--- config.mk ---
export PLATFORM = sky130hd
export DESIGN_NAME = pbf_formatter
export DESIGN_NICKNAME = d
export VERILOG_FILES = /design/src/pkg/pbf_pkg.sv /design/src/logic/pbf_formatter.sv /design/src/logic/pbf_bit_packer.sv /design/src/logic/pbf_word_pair.sv
export SDC_FILE = /design/constraint.sdc
export NUM_CORES = 2
export LEC_CHECK = 0
export BUFFER_PORTS_ARGS = -buffer_cell sky130_fd_sc_hd__buf_2
export CELL_PAD_IN_SITES_DETAIL_PLACEMENT = 0
export CELL_PAD_IN_SITES_GLOBAL_PLACEMENT = 1
export CORE_UTILIZATION = 30
export DETAILED_ROUTE_END_ITERATION = 6
export PLACE_DENSITY_LB_ADDON = 0.2
export SLEW_MARGIN = 20
export SYNTH_ARGS = -nofsm -noshare
export SYNTH_HDL_FRONTEND = slang
export SYNTH_SLANG_ARGS = --single-unit
--- constraint.sdc ---
create_clock -name clk -period 33.3 [get_ports clk]
set_input_delay 4.995 -clock clk [delete_from_list [all_inputs] [get_ports clk]]
set_output_delay 4.995 -clock clk [all_outputs]
set_load 0.05 [all_outputs]
--- src/pkg/pbf_pkg.sv ---
// Purpose: shared constants, types and helpers of the pcm packet body formatter
// Assumes: single clock, synchronous active-high reset
// Notes: Function
// Function
// - bit 21 shows alignment, bits 23-22 zero
// - bit 20 high only in throughput mode
// - bit 19 high only in packed mode
// - bit 18 high only in unpacked mode
// - bits 17-0 carry word offset, unpacked only
// - framed modes carry whole minor frames only
// - throughput: raw bits, no intra headers
// - minor frames start/end on alignment boundary
// - data word bits never altered
// - unpacked: pad each word to 16 bits
// - unpacked 32-bit: zero word on odd count
// - sync over 16 bits splits in two
// - odd split gives second word extra bit
// - long sync uses ceil(bits/16 or 32) words
// - uneven split: first word smaller, later +1
// - packed: no per-word padding
// - packed: fill N - (L mod N) bits
// - intra header precedes each sync pattern
// - data header 2 bytes, or 4 zero-topped
// - bit 30 clear in throughput, else set
// - 32-bit words filled right to left
`default_nettype none
package pbf_pkg;
  localparam logic [3:0] PBF_REG_CTRL = 4'h0;
  localparam logic [3:0] PBF_REG_FRAMES = 4'h1;
  localparam logic [3:0] PBF_REG_STATUS = 4'h2;
  localparam logic [3:0] PBF_REG_CSDW = 4'h3;
  localparam logic [3:0] PBF_REG_PKTS = 4'h4;
  localparam logic [3:0] PBF_REG_DROPS = 4'h5;
  localparam int PBF_CTRL_EN = 0;
  localparam int PBF_CTRL_MODE = 1;
  localparam int PBF_CTRL_ALIGN = 3;
  localparam logic [31:0] PBF_CTRL_RST = 32'h0000_0000;
  localparam logic [15:0] PBF_FRAMES_RST = 16'h0001;
  localparam int PBF_CS_IPH = 30;
  localparam int PBF_CS_ALIGN = 21;
  localparam int PBF_CS_THRU = 20;
  localparam int PBF_CS_PACKED = 19;
  localparam int PBF_CS_UNPACKED = 18;
  localparam int PBF_OFFS_W = 18;
  localparam logic [6:0] PBF_UNIT_BITS = 7'h10;
  localparam logic [6:0] PBF_WORD_BITS = 7'h20;
  localparam int PBF_LOCK_LSB = 12;

  typedef enum logic [1:0] {
    PBF_MODE_UNPACKED = 2'b00,
    PBF_MODE_PACKED = 2'b01,
    PBF_MODE_THRU = 2'b10
  } pbf_mode_e;

  typedef enum logic [3:0] {
    PBF_ST_IDLE = 4'b0000,
    PBF_ST_CSDW = 4'b0001,
    PBF_ST_HUNT = 4'b0010,
    PBF_ST_TS_LO = 4'b0011,
    PBF_ST_TS_HI = 4'b0100,
    PBF_ST_HDR = 4'b0101,
    PBF_ST_SYNC = 4'b0110,
    PBF_ST_DATA = 4'b0111,
    PBF_ST_THRU = 4'b1000,
    PBF_ST_FILL = 4'b1001
  } pbf_state_e;

  // one upstream item: a sync pattern or a data word, right-justified
  typedef struct packed {
    logic [63:0] data;
    logic [6:0] len;
    logic sync;
    logic last;
    logic [17:0] word_idx;
  } pbf_item_s;

  typedef struct packed {
    logic [31:0] data;
    logic [5:0] len;
  } pbf_push_s;

  typedef struct packed {
    pbf_mode_e mode;
    logic align32;
    logic [15:0] frames;
  } pbf_cfg_s;

  function automatic logic [31:0] pbf_mask32(input logic [31:0] d, input logic [6:0] n);
    logic [31:0] m;
    m = (n >= PBF_WORD_BITS) ? 32'hFFFF_FFFF : ((32'h1 << n) - 32'h1);
    return d & m;
  endfunction
endpackage
`default_nettype wire

--- src/logic/pbf_formatter.sv ---
// Purpose: pcm packet body formatter with avalon-mm control registers
// Assumes: upstream items are frame-aligned; sync items open a minor frame
// Notes: config is latched per packet so register writes never split a packet
`default_nettype none
module pbf_formatter
  import pbf_pkg::*;
(
  input wire logic clk,
  input wire logic sys_rst,
  input wire logic [3:0] avs_address,
  input wire logic avs_read,
  input wire logic avs_write,
  input wire logic [31:0] avs_writedata,
  input wire logic [3:0] avs_byteenable,
  output logic [31:0] avs_readdata,
  output logic avs_waitrequest,
  input wire logic in_valid,
  output logic in_ready,
  input wire pbf_item_s in_item,
  input wire logic [63:0] ts_in,
  input wire logic [3:0] lock_in,
  output logic out_valid,
  input wire logic out_ready,
  output logic [31:0] out_data,
  output logic out_wide,
  output logic pkt_done
);
  pbf_state_e state_r;
  pbf_cfg_s cfg_r;
  logic [31:0] ctrl_r;
  logic [15:0] frames_r;
  logic [31:0] csdw_r;
  logic [31:0] pkts_r;
  logic [31:0] drops_r;
  logic ack_r;
  logic [63:0] ts_r;
  logic [3:0] lock_r;
  logic [19:0] fb_r;
  logic [15:0] cnt_r;
  logic [6:0] syn_rem_r;
  logic [6:0] syn_idx_r;
  logic push_valid;
  logic push_ready;
  pbf_push_s push;
  logic fire;
  logic drop;
  logic unp;
  logic thru;
  logic [6:0] sy_k;
  logic [6:0] sy_base;
  logic [6:0] sy_extra;
  logic [6:0] sy_plen;
  logic [6:0] sy_cont;
  logic sy_last;
  logic [63:0] sy_shift;
  logic [6:0] d_len;
  logic [6:0] fill;
  logic [4:0] fb_mod;
  logic frames_hit;
  logic fill_go;
  logic [15:0] unit_data;
  logic unit_valid;
  logic unit_ready;
  pbf_mode_e new_mode;
  logic [2:0] new_hot;
  logic [2:0] cfg_hot;

  function automatic logic [2:0] mode_hot(input pbf_mode_e m);
    // unused encoding falls back to unpacked so one bit is always set
    case (m)
      PBF_MODE_THRU: mode_hot = 3'b100;
      PBF_MODE_PACKED: mode_hot = 3'b010;
      default: mode_hot = 3'b001;
    endcase
  endfunction

  function automatic logic [31:0] be_merge(input logic [31:0] old, input logic [31:0] wd,
                                           input logic [3:0] be);
    logic [31:0] r;
    r = old;
    for (int i = 0; i < 4; i++) begin
      if (be[i]) begin
        r[8*i +: 8] = wd[8*i +: 8];
      end
    end
    return r;
  endfunction

  // 16-bit alignment sends the low half first, 32-bit sends the word whole
  function automatic logic [31:0] order32(input logic [31:0] w, input logic a32);
    return a32 ? w : {w[15:0], w[31:16]};
  endfunction

  assign cfg_hot = mode_hot(cfg_r.mode);
  assign unp = cfg_hot[0];
  assign thru = cfg_hot[2];
  assign new_mode = pbf_mode_e'(ctrl_r[PBF_CTRL_MODE +: 2]);
  assign new_hot = mode_hot(new_mode);
  assign fire = push_valid & push_ready;

  // ---------------- register bus: one wait state per access ----------------
  assign avs_waitrequest = (avs_read | avs_write) & ~ack_r;

  always_ff @(posedge clk) begin
    if (sys_rst) begin
      ack_r <= 1'b0;
    end else begin
      ack_r <= (avs_read | avs_write) & ~ack_r;
    end
  end

  always_ff @(posedge clk) begin
    if (sys_rst) begin
      avs_readdata <= 32'h0;
    end else if (avs_read & ~ack_r) begin
      case (avs_address)
        PBF_REG_CTRL: avs_readdata <= ctrl_r;
        PBF_REG_FRAMES: avs_readdata <= {16'h0, frames_r};
        PBF_REG_STATUS: avs_readdata <= {27'h0, state_r, state_r != PBF_ST_IDLE};
        PBF_REG_CSDW: avs_readdata <= csdw_r;
        PBF_REG_PKTS: avs_readdata <= pkts_r;
        PBF_REG_DROPS: avs_readdata <= drops_r;
        default: avs_readdata <= 32'h0;
      endcase
    end
  end

  always_ff @(posedge clk) begin
    if (sys_rst) begin
      ctrl_r <= PBF_CTRL_RST;
      frames_r <= PBF_FRAMES_RST;
    end else if (avs_write & ack_r) begin
      if (avs_address == PBF_REG_CTRL) begin
        ctrl_r <= be_merge(ctrl_r, avs_writedata, avs_byteenable) & 32'h0000_000F;
      end
      if (avs_address == PBF_REG_FRAMES) begin
        frames_r <= 16'(be_merge({16'h0, frames_r}, avs_writedata, avs_byteenable));
      end
    end
  end

  // ---------------- sync splitting arithmetic ----------------
  always_comb begin
    if (in_item.len <= PBF_UNIT_BITS) begin
      sy_k = 7'h1;
    end else if (in_item.len <= PBF_WORD_BITS) begin
      sy_k = 7'h2;
    end else if (cfg_r.align32) begin
      sy_k = (in_item.len + PBF_WORD_BITS - 7'h1) / PBF_WORD_BITS;
    end else begin
      sy_k = (in_item.len + PBF_UNIT_BITS - 7'h1) / PBF_UNIT_BITS;
    end
    sy_base = in_item.len / sy_k;
    sy_extra = in_item.len % sy_k;
    if (unp) begin
      // the later pieces carry the spare bits, one each
      sy_plen = sy_base + ((syn_idx_r >= sy_k - sy_extra) ? 7'h1 : 7'h0);
      sy_cont = (cfg_r.align32 && in_item.len > PBF_WORD_BITS) ? PBF_WORD_BITS
                                                              : PBF_UNIT_BITS;
    end else begin
      sy_plen = (syn_rem_r > PBF_WORD_BITS) ? PBF_WORD_BITS : syn_rem_r;
      sy_cont = sy_plen;
    end
    sy_last = (syn_rem_r <= sy_plen);
    sy_shift = in_item.data >> (syn_rem_r - sy_plen);
  end

  // ---------------- data sizing and frame fill ----------------
  always_comb begin
    d_len = (in_item.len > PBF_WORD_BITS) ? PBF_WORD_BITS : in_item.len;
    fb_mod = cfg_r.align32 ? fb_r[4:0] : {1'b0, fb_r[3:0]};
    if (fb_mod == 5'h0) begin
      fill = 7'h0;
    end else begin
      // Y = N - (L mod N) zero bits; also yields the odd 16-bit zero word
      fill = (cfg_r.align32 ? PBF_WORD_BITS : PBF_UNIT_BITS) - {2'b00, fb_mod};
    end
  end

  assign frames_hit = ((cnt_r + 16'h1) >= cfg_r.frames);
  assign fill_go = (state_r == PBF_ST_FILL) & ((fill == 7'h0) | push_ready);

  // ---------------- push generation ----------------
  always_comb begin
    push_valid = 1'b0;
    push.data = 32'h0;
    push.len = 6'h0;
    case (state_r)
      PBF_ST_CSDW: begin
        push_valid = 1'b1;
        push.data = order32(csdw_r, cfg_r.align32);
        push.len = 6'(PBF_WORD_BITS);
      end
      PBF_ST_TS_LO: begin
        push_valid = 1'b1;
        push.data = order32(ts_r[31:0], cfg_r.align32);
        push.len = 6'(PBF_WORD_BITS);
      end
      PBF_ST_TS_HI: begin
        push_valid = 1'b1;
        push.data = order32(ts_r[63:32], cfg_r.align32);
        push.len = 6'(PBF_WORD_BITS);
      end
      PBF_ST_HDR: begin
        push_valid = 1'b1;
        // under 32-bit alignment the upper 16 bits go out as zeros
        push.data = {16'h0, lock_r, 12'h0};
        push.len = cfg_r.align32 ? 6'(PBF_WORD_BITS) : 6'(PBF_UNIT_BITS);
      end
      PBF_ST_SYNC: begin
        push_valid = in_valid;
        // pad occupies the upper bits of the container
        push.data = pbf_mask32(sy_shift[31:0], sy_plen);
        push.len = 6'(sy_cont);
      end
      PBF_ST_DATA: begin
        push_valid = in_valid & ~in_item.sync;
        push.data = pbf_mask32(in_item.data[31:0], d_len);
        if (unp) begin
          push.len = (d_len > PBF_UNIT_BITS) ? 6'(PBF_WORD_BITS) : 6'(PBF_UNIT_BITS);
        end else begin
          push.len = 6'(d_len);
        end
      end
      PBF_ST_THRU: begin
        push_valid = in_valid;
        push.data = pbf_mask32(in_item.data[31:0], d_len);
        push.len = 6'(d_len);
      end
      PBF_ST_FILL: begin
        push_valid = (fill != 7'h0);
        push.len = 6'(fill);
      end
      default: begin
        push_valid = 1'b0;
      end
    endcase
  end

  // items ahead of a frame start are dropped so only whole frames go out
  assign drop = in_valid & ~in_item.sync &
                (((state_r == PBF_ST_IDLE) & ctrl_r[PBF_CTRL_EN] & ~new_hot[2]) |
                 (state_r == PBF_ST_HUNT));

  always_comb begin
    case (state_r)
      PBF_ST_SYNC: in_ready = push_ready & sy_last;
      PBF_ST_DATA: in_ready = push_ready & ~in_item.sync;
      PBF_ST_THRU: in_ready = push_ready;
      default: in_ready = drop;
    endcase
  end

  // ---------------- sequencing ----------------
  always_ff @(posedge clk) begin
    if (sys_rst) begin
      state_r <= PBF_ST_IDLE;
    end else begin
      case (state_r)
        PBF_ST_IDLE: begin
          if (ctrl_r[PBF_CTRL_EN] & in_valid & (new_hot[2] | in_item.sync)) begin
            state_r <= PBF_ST_CSDW;
          end
        end
        PBF_ST_CSDW: begin
          if (fire) begin
            state_r <= thru ? PBF_ST_THRU : PBF_ST_HUNT;
          end
        end
        PBF_ST_HUNT: begin
          if (in_valid & in_item.sync) begin
            state_r <= PBF_ST_TS_LO;
          end
        end
        PBF_ST_TS_LO: begin
          if (fire) begin
            state_r <= PBF_ST_TS_HI;
          end
        end
        PBF_ST_TS_HI: begin
          if (fire) begin
            state_r <= PBF_ST_HDR;
          end
        end
        PBF_ST_HDR: begin
          if (fire) begin
            state_r <= PBF_ST_SYNC;
          end
        end
        PBF_ST_SYNC: begin
          if (fire & sy_last) begin
            state_r <= PBF_ST_DATA;
          end
        end
        PBF_ST_DATA: begin
          // a sync arriving early closes the frame without consuming it
          if (in_valid & (in_item.sync | (push_ready & in_item.last))) begin
            state_r <= PBF_ST_FILL;
          end
        end
        PBF_ST_THRU: begin
          if (fire & frames_hit) begin
            state_r <= PBF_ST_FILL;
          end
        end
        PBF_ST_FILL: begin
          if (fill_go) begin
            state_r <= (thru | frames_hit) ? PBF_ST_IDLE : PBF_ST_HUNT;
          end
        end
        default: state_r <= PBF_ST_IDLE;
      endcase
    end
  end

  // per-packet config and channel word, taken at packet start
  always_ff @(posedge clk) begin
    if (sys_rst) begin
      cfg_r <= '{mode: PBF_MODE_UNPACKED, align32: 1'b0, frames: PBF_FRAMES_RST};
      csdw_r <= 32'h0;
    end else if ((state_r == PBF_ST_IDLE) & ctrl_r[PBF_CTRL_EN] & in_valid &
                 (new_hot[2] | in_item.sync)) begin
      cfg_r.mode <= new_mode;
      cfg_r.align32 <= ctrl_r[PBF_CTRL_ALIGN];
      cfg_r.frames <= frames_r;
      csdw_r <= 32'h0; // bits 31, 29-22 stay zero
      csdw_r[PBF_CS_IPH] <= ~new_hot[2];
      csdw_r[PBF_CS_ALIGN] <= ctrl_r[PBF_CTRL_ALIGN];
      csdw_r[PBF_CS_THRU] <= new_hot[2];
      csdw_r[PBF_CS_PACKED] <= new_hot[1];
      csdw_r[PBF_CS_UNPACKED] <= new_hot[0];
      // offset means something only in unpacked mode
      csdw_r[PBF_OFFS_W-1:0] <= new_hot[0] ? in_item.word_idx : 18'h0;
    end
  end

  always_ff @(posedge clk) begin
    if (sys_rst) begin
      ts_r <= 64'h0;
      lock_r <= 4'h0;
    end else if ((state_r == PBF_ST_HUNT) & in_valid & in_item.sync) begin
      ts_r <= ts_in;
      lock_r <= lock_in;
    end
  end

  always_ff @(posedge clk) begin
    if (sys_rst) begin
      syn_rem_r <= 7'h0;
      syn_idx_r <= 7'h0;
    end else if ((state_r == PBF_ST_HDR) & fire) begin
      syn_rem_r <= in_item.len;
      syn_idx_r <= 7'h0;
    end else if ((state_r == PBF_ST_SYNC) & fire) begin
      syn_rem_r <= syn_rem_r - sy_plen;
      syn_idx_r <= syn_idx_r + 7'h1;
    end
  end

  // running bit count keeps the frame boundary arithmetic
  always_ff @(posedge clk) begin
    if (sys_rst) begin
      fb_r <= 20'h0;
    end else if (state_r == PBF_ST_IDLE) begin
      fb_r <= 20'h0;
    end else if (fire) begin
      fb_r <= fb_r + 20'(push.len);
    end
  end

  always_ff @(posedge clk) begin
    if (sys_rst) begin
      cnt_r <= 16'h0;
    end else if (state_r == PBF_ST_IDLE) begin
      cnt_r <= 16'h0;
    end else if ((state_r == PBF_ST_THRU & fire) | (fill_go & ~thru)) begin
      cnt_r <= cnt_r + 16'h1;
    end
  end

  always_ff @(posedge clk) begin
    if (sys_rst) begin
      pkt_done <= 1'b0;
      pkts_r <= 32'h0;
    end else begin
      pkt_done <= fill_go & (thru | frames_hit);
      if (fill_go & (thru | frames_hit)) begin
        pkts_r <= pkts_r + 32'h1;
      end
    end
  end

  always_ff @(posedge clk) begin
    if (sys_rst) begin
      drops_r <= 32'h0;
    end else if (drop) begin
      drops_r <= drops_r + 32'h1;
    end
  end

  // ---------------- output path ----------------
  pbf_bit_packer u_packer (
    .clk(clk),
    .sys_rst(sys_rst),
    .push_valid(push_valid),
    .push_ready(push_ready),
    .push(push),
    .unit_valid(unit_valid),
    .unit_ready(unit_ready),
    .unit_data(unit_data)
  );

  pbf_word_pair u_pair (
    .clk(clk),
    .sys_rst(sys_rst),
    .wide(cfg_r.align32),
    .in_valid(unit_valid),
    .in_ready(unit_ready),
    .in_data(unit_data),
    .out_valid(out_valid),
    .out_ready(out_ready),
    .out_data(out_data),
    .out_wide(out_wide)
  );
endmodule
`default_nettype wire

--- src/logic/pbf_bit_packer.sv ---
// Purpose: pack variable-length bit fields msb first into 16-bit units
// Assumes: push length 0..32, caller keeps the data masked to its length
// Notes: accepts a push only while 16 or fewer bits wait, so 48 bits suffice
`default_nettype none
module pbf_bit_packer
  import pbf_pkg::*;
(
  input wire logic clk,
  input wire logic sys_rst,
  input wire logic push_valid,
  output logic push_ready,
  input wire pbf_push_s push,
  output logic unit_valid,
  input wire logic unit_ready,
  output logic [15:0] unit_data
);
  logic [47:0] acc_r;
  logic [5:0] cnt_r;
  logic do_push;
  logic do_emit;

  assign push_ready = (cnt_r <= 6'(PBF_UNIT_BITS));
  assign unit_valid = (cnt_r >= 6'(PBF_UNIT_BITS));
  assign unit_data = 16'(acc_r >> (cnt_r - 6'(PBF_UNIT_BITS)));
  assign do_push = push_valid & push_ready;
  assign do_emit = unit_valid & unit_ready;

  // bits are never reordered or altered, only concatenated
  always_ff @(posedge clk) begin
    if (sys_rst) begin
      acc_r <= 48'h0;
    end else if (do_push) begin
      acc_r <= (acc_r << push.len) | {16'h0, push.data};
    end
  end

  always_ff @(posedge clk) begin
    if (sys_rst) begin
      cnt_r <= 6'h0;
    end else begin
      cnt_r <= cnt_r + (do_push ? push.len : 6'h0) - (do_emit ? 6'(PBF_UNIT_BITS) : 6'h0);
    end
  end
endmodule
`default_nettype wire

--- src/logic/pbf_word_pair.sv ---
// Purpose: join 16-bit units into 32-bit output words under 32-bit alignment
// Assumes: alignment only changes while the path is empty
// Notes: first unit lands in bits 31-16, the second in bits 15-0
`default_nettype none
module pbf_word_pair (
  input wire logic clk,
  input wire logic sys_rst,
  input wire logic wide,
  input wire logic in_valid,
  output logic in_ready,
  input wire logic [15:0] in_data,
  output logic out_valid,
  input wire logic out_ready,
  output logic [31:0] out_data,
  output logic out_wide
);
  logic [15:0] hold_r;
  logic half_r;
  logic take;
  logic load;

  // the first half never needs the output register, so it is always taken
  assign in_ready = ~out_valid | out_ready | (wide & ~half_r);
  assign take = in_valid & in_ready;
  assign load = take & (~wide | half_r);

  always_ff @(posedge clk) begin
    if (sys_rst) begin
      half_r <= 1'b0;
      hold_r <= 16'h0;
    end else if (take & wide) begin
      half_r <= ~half_r;
      hold_r <= in_data;
    end
  end

  // serial stream shifts in from the right, earliest bits end up leftmost
  always_ff @(posedge clk) begin
    if (sys_rst) begin
      out_data <= 32'h0;
      out_wide <= 1'b0;
    end else if (load) begin
      out_data <= wide ? {hold_r, in_data} : {16'h0, in_data};
      out_wide <= wide;
    end
  end

  always_ff @(posedge clk) begin
    if (sys_rst) begin
      out_valid <= 1'b0;
    end else if (load) begin
      out_valid <= 1'b1;
    end else if (out_ready) begin
      out_valid <= 1'b0;
    end
  end
endmodule
`default_nettype wire

==> results by stage <==
Status:
- The run finished with clean final reports.

Detailed routing:
- The detailed router placed 28433 vias in this run.
- In the routed design, unresolved DRC markers number 0.
- The wire length per cell is 22.2 µm.
- After the first detailed-routing iteration, the DRC count stood at 2582.
- The detail-routed via count per cell is 5.53.
- Wires add up to 114 mm.
- For this run, the detailed router's first-pass iteration total came to 6.
- The count of antenna-violating nets left after detailed routing is 0.

STA:
- In the post-route analysis, the smallest setup slack over all paths is 4900 ps.
- The max-slew violation count is 0.
- The final-layout setup total negative slack is 0 ps.
- The setup violation total in the final timing report is 0.
- The number of endpoints with negative hold slack in the final report was 0.
- Based on the critical path, the design can be clocked at up to 35.2 MHz.
- The clock arrives with 38.5 ps of skew.
- The worst-case hold slack is 446 ps.
- The period utilization is 85.3%.
- The clock period minus worst slack is 28400 ps.
- Setup repair after global routing left no endpoint under its margin.
- For the pin with the worst max-slew slack, the measured transition is 1120 ps.
- In this run the tightest slew margin relative to its limit is 23.1%.

Placed design:
- The half-perimeter wire length after placement is 86.3 mm.
- The count of buffers inserted at the top-level ports is 255.
- Routability-driven placement finished with a final weighted congestion of 0.928.
- The worst setup slack before clock tree synthesis is 5070 ps.
- After detailed placement, the total cell area comes to 31000 µm².

Yosys:
- After synthesis, the largest family of logic cells by area is compound AO/OA/AOI/OAI gates.
- The count of synthesis-stage warnings from yosys is 0.
- The adder and majority gate portion of the synthesized area is 3.80%.
- The cell count after synthesis came out at 3785.
- The share of flip-flops with an asynchronous set or reset after synthesis is 0%.
- The top-area cell type share of the netlist area is 25.9%.
- The multiplexer share of the synthesized area is 16.3%.
- The share of the Yosys chip area taken by registers is 25.9%.
- Sorting the synthesized cells by area gives the leading types as sky130_fd_sc_hd__dfxtp_1 (26%), sky130_fd_sc_hd__mux2i_1 (8.8%), sky130_fd_sc_hd__nand2_1 (8.1%), sky130_fd_sc_hd__a21oi_1 (6.4%), sky130_fd_sc_hd__mux4_2 (6.1%).
- Of the total synthesized cell area, the portion taken by XOR and XNOR cells is 3.88%.
- The number of register bits inferred by synthesis is 371.
- Synthesis produced a netlist with a net count of 4074.
- Each instance of the synthesized netlist takes up on average 7.58 µm².
- The synthesized netlist contains 106 unique library cells.
- Summing every instance area after synthesis gives 28700 µm².
- The simple-gate share of the synthesized area is 22.0%.
- The cell type with the highest aggregate area in the netlist is sky130_fd_sc_hd__dfxtp_1.
- Summing the areas of all compound-gate instances in the mapped netlist gives 22.9% of the synthesized area.
- The number of synthesized flops with an enable pin is 0.
- The predominant post-synthesis flop cell is sky130_fd_sc_hd__dfxtp_1.

Run:
- Max-cap violations in this run came to 0.

Critical path:
- The endpoint identified for the worst register-to-register timing path is u_packer.acc_r[17].
- The worst setup path is launched from an input pin.
- The top fanout value on the critical path is 17.
- The arrival time of data at the critical path endpoint is 23410 ps.
- The startpoint of the most critical register-to-register path is csdw_r[21].
- The cell with the most instances on the worst path is sky130_fd_sc_hd__o21ai_0.
- The sort of element at the end of the critical path is an output pin.
- The critical path is of the input pin to output pin type.
- The register-to-register setup slack is 13560 ps.
- Counting cells, the worst reg-to-reg path comes to 76.
- The worst-path cell with the longest stage delay is sky130_fd_sc_hd__nor4_4.
- The required time at the endpoint of the critical path is 28300 ps.
- The largest stage delay on the critical path is 560 ps.

Finish:
- The number of fillers in the final layout is 10139.
- The cell area after layout is 32600 µm².
- At the end of the flow, the number of nets in the layout was 4130.
- The post-route netlist has 15.2% of its cells at a drive strength greater than 1.
- From synthesis to final layout, the design area changed by 13.7%.

Die:
- Once the floorplan was initialized, standard cells occupied 30.2% of the core.
- The area of the die is 96800 µm².
- The standard cell core area is 94900 µm².
- For this design the top-level I/O count stands at 274.
- The floorplan row count is 113.
- The die extent in x is 311 µm.
- The overall die height is 311 µm.

Pwr:
- The power per unit of standard cell area is 107 nW/µm².
- Power comes to 3.49 mW.
- The internal power contribution is 1.73 mW.
- Net switching is 50.4% of the power.
- The maximum resistive drop on vdd is 0.136 mV.
- The portion of total power attributed to sequential cells is 14.8%.
- In this run the static leakage power is 11.9 nW.
- The fraction of power consumed by combinational cells is 70.0%.
- The reported net switching power is 1.76 mW.
- Per report_power, the clock group accounts for 15.2% of the total.

Worst hold path:
- The start point of the worst min-delay path is u_pair.out_data[25].
- The end point of the most critical hold path is u_pair.out_data[25].
- In this run the worst hold path is classified as register to register.
- The worst hold path cell count is 2.

GRT:
- For this run the aggregate overflow at the end of global routing stands at 0.
- The via count of the first global-routing pass was 27211.
- The initial antenna violation count was 11.
- Entering global routing, the biggest net connects 138 pins.
- In the global route stage, overall resource usage came out at 22.9%.
- The wire length of the first global-routing pass is 173 mm.

CTS:
- The post-CTS setup-driven buffer insertion count is 0.
- Clock-pin slew was measured on the worst setup and hold paths at 60 ps.
- The clock tree root buffer cell is sky130_fd_sc_hd__clkbuf_16.
- The maximum number of buffers from clock root to sink is 3.
- The deepest level of the CTS H-tree is 2.
- The number of gates resized after cts is 0.
- Clock latency on the worst-skew pair, taken at its later pin, is 620 ps.
- The number of buffers inserted for hold repair after clock tree synthesis is 0.
- The clock net sink count is 371.
- The number of clock buffers added by TritonCTS is 45.
- The CTS tree is built.
-- metal layers --
layer	track usage, %	up-vias	wire length, µm
met5	0	-	89
met4	6.09	12	2810
met3	3.13	138	5330
met2	37.4	722	53100
met1	31.4	13720	52900
li1	-	13841	-
-- power by group through the flow --
stage	Clock, mW	Combinational, mW	Sequential [mW]
detailed placement	0	2.41	0.526
finish	0.528	2.44	0.516
global placement	0	2.42	0.526
floorplan	0	1.76	0.533
global route	0.560	2.64	0.520
CTS	0.543	2.42	0.517
-- worst max-delay path by stage --
stage	cells after the start	endpoint	from	slack, ps
4_1_cts	80	in_ready	in_item[23]	5020
2_1_floorplan	78	in_ready	in_item[24]	8250
5_1_grt	80	in_ready	in_item[23]	3180
6_report	79	in_ready	in_item[20]	4900
3_5_place_dp	80	in_ready	in_item[23]	5070
3_3_place_gp	79	in_ready	in_item[20]	5220
-- per-stage QoR --
stage | utilization (%) | std cells
global route | 34.4 | 5141
global placement | 32.7 | 5059
finish | 34.4 | 5146
floorplan | - | 3785
detailed placement | 32.7 | 5059
CTS | 34.4 | 5141
-- cell type report --
type / count / area [µm²] / share of cell area (%)
Antenna cell: 5 / 12.5 / 0.0384
Timing Repair Buffer: 310 / 1710 / 5.25
Tap cell: 1265 / 1580 / 4.85
Sequential cell: 371 / 7430 / 22.8
Clock buffer: 65 / 1330 / 4.08
Clock inverter: 17 / 267 / 0.817
Multi-Input combinational cell: 3028 / 20000 / 61.2
Inverter: 85 / 320 / 0.982
-- cell families (layout without fill, tap and decap cells) --
logic type | after synthesis | in the layout
multiplexers | 365 | 365
adder cells (fa/ha/maj) | 84 | 84
buffers and inverters | 386 | 477
AND/OR/NAND/NOR | 1444 | 1444
flip-flops | 371 | 371
AO/OA/AOI/OAI | 1008 | 1008
other | 0 | 5
XOR/XNOR | 127 | 127
-- critical path: cells and delay by family --
family | cells | cell delay [ps]
buffers and inverters | 7 | 1620
adder cells (fa/ha/maj) | 12 | 3970
multiplexers | 1 | 490
AO/OA/AOI/OAI | 35 | 7920
XOR/XNOR | 1 | 130
AND/OR/NAND/NOR | 23 | 4240
-- placed cells by master (no fill, tap or decap), drive strengths merged, types with 29 or more instances in the layout --
cell type,count
o21ai,187
a22oi,65
nor2,411
dfxtp,371
a211oi,80
mux2i,252
clkbuf,65
mux4,78
buf,310
nand2,619
nand4,32
xnor2,60
mux2,35
o211ai,33
and3,32
nor3,69
inv,84
a31oi,32
xor2,67
a222oi,29
ha,79
or3,34
nand3,120
a21oi,367
nor2b,32
-- sequential cells by signal, indices dropped and copies added (netlist names), 18 cells and up --
name             cells
drops_r             32
csdw_r              23
u_pair.out_data     32
avs_readdata        32
cfg_r               18
pkts_r              32
ts_r                64
u_packer.acc_r      48
-- cell usage after synthesis, drive strengths merged (6+ instances only) --
library cell and instances:
o211ai 33, clkbuf 246, or2 16, and4 8
a311o 6, nor3 69, o21a 13, inv 81
mux4 78, nor4 19, o21ai 187, a22oi 65
nand2b 23, or3 34, xnor2 60, o211a 8
a211oi 80, mux2 35, nand2 619, nand4 32
a31oi 32, buf 55, a311oi 17, o22ai 23
a22o 8, o221ai 14, dfxtp 371, ha 79
mux2i 252, xor2 67, nor2b 32, o2111ai 8
nand3 120, a21o 24, and2 13, and3 32
a221oi 16, a222oi 29, nor2 411, a2111oi 11
a21oi 367, a211o 8
(Power assumes the default switching activity.)
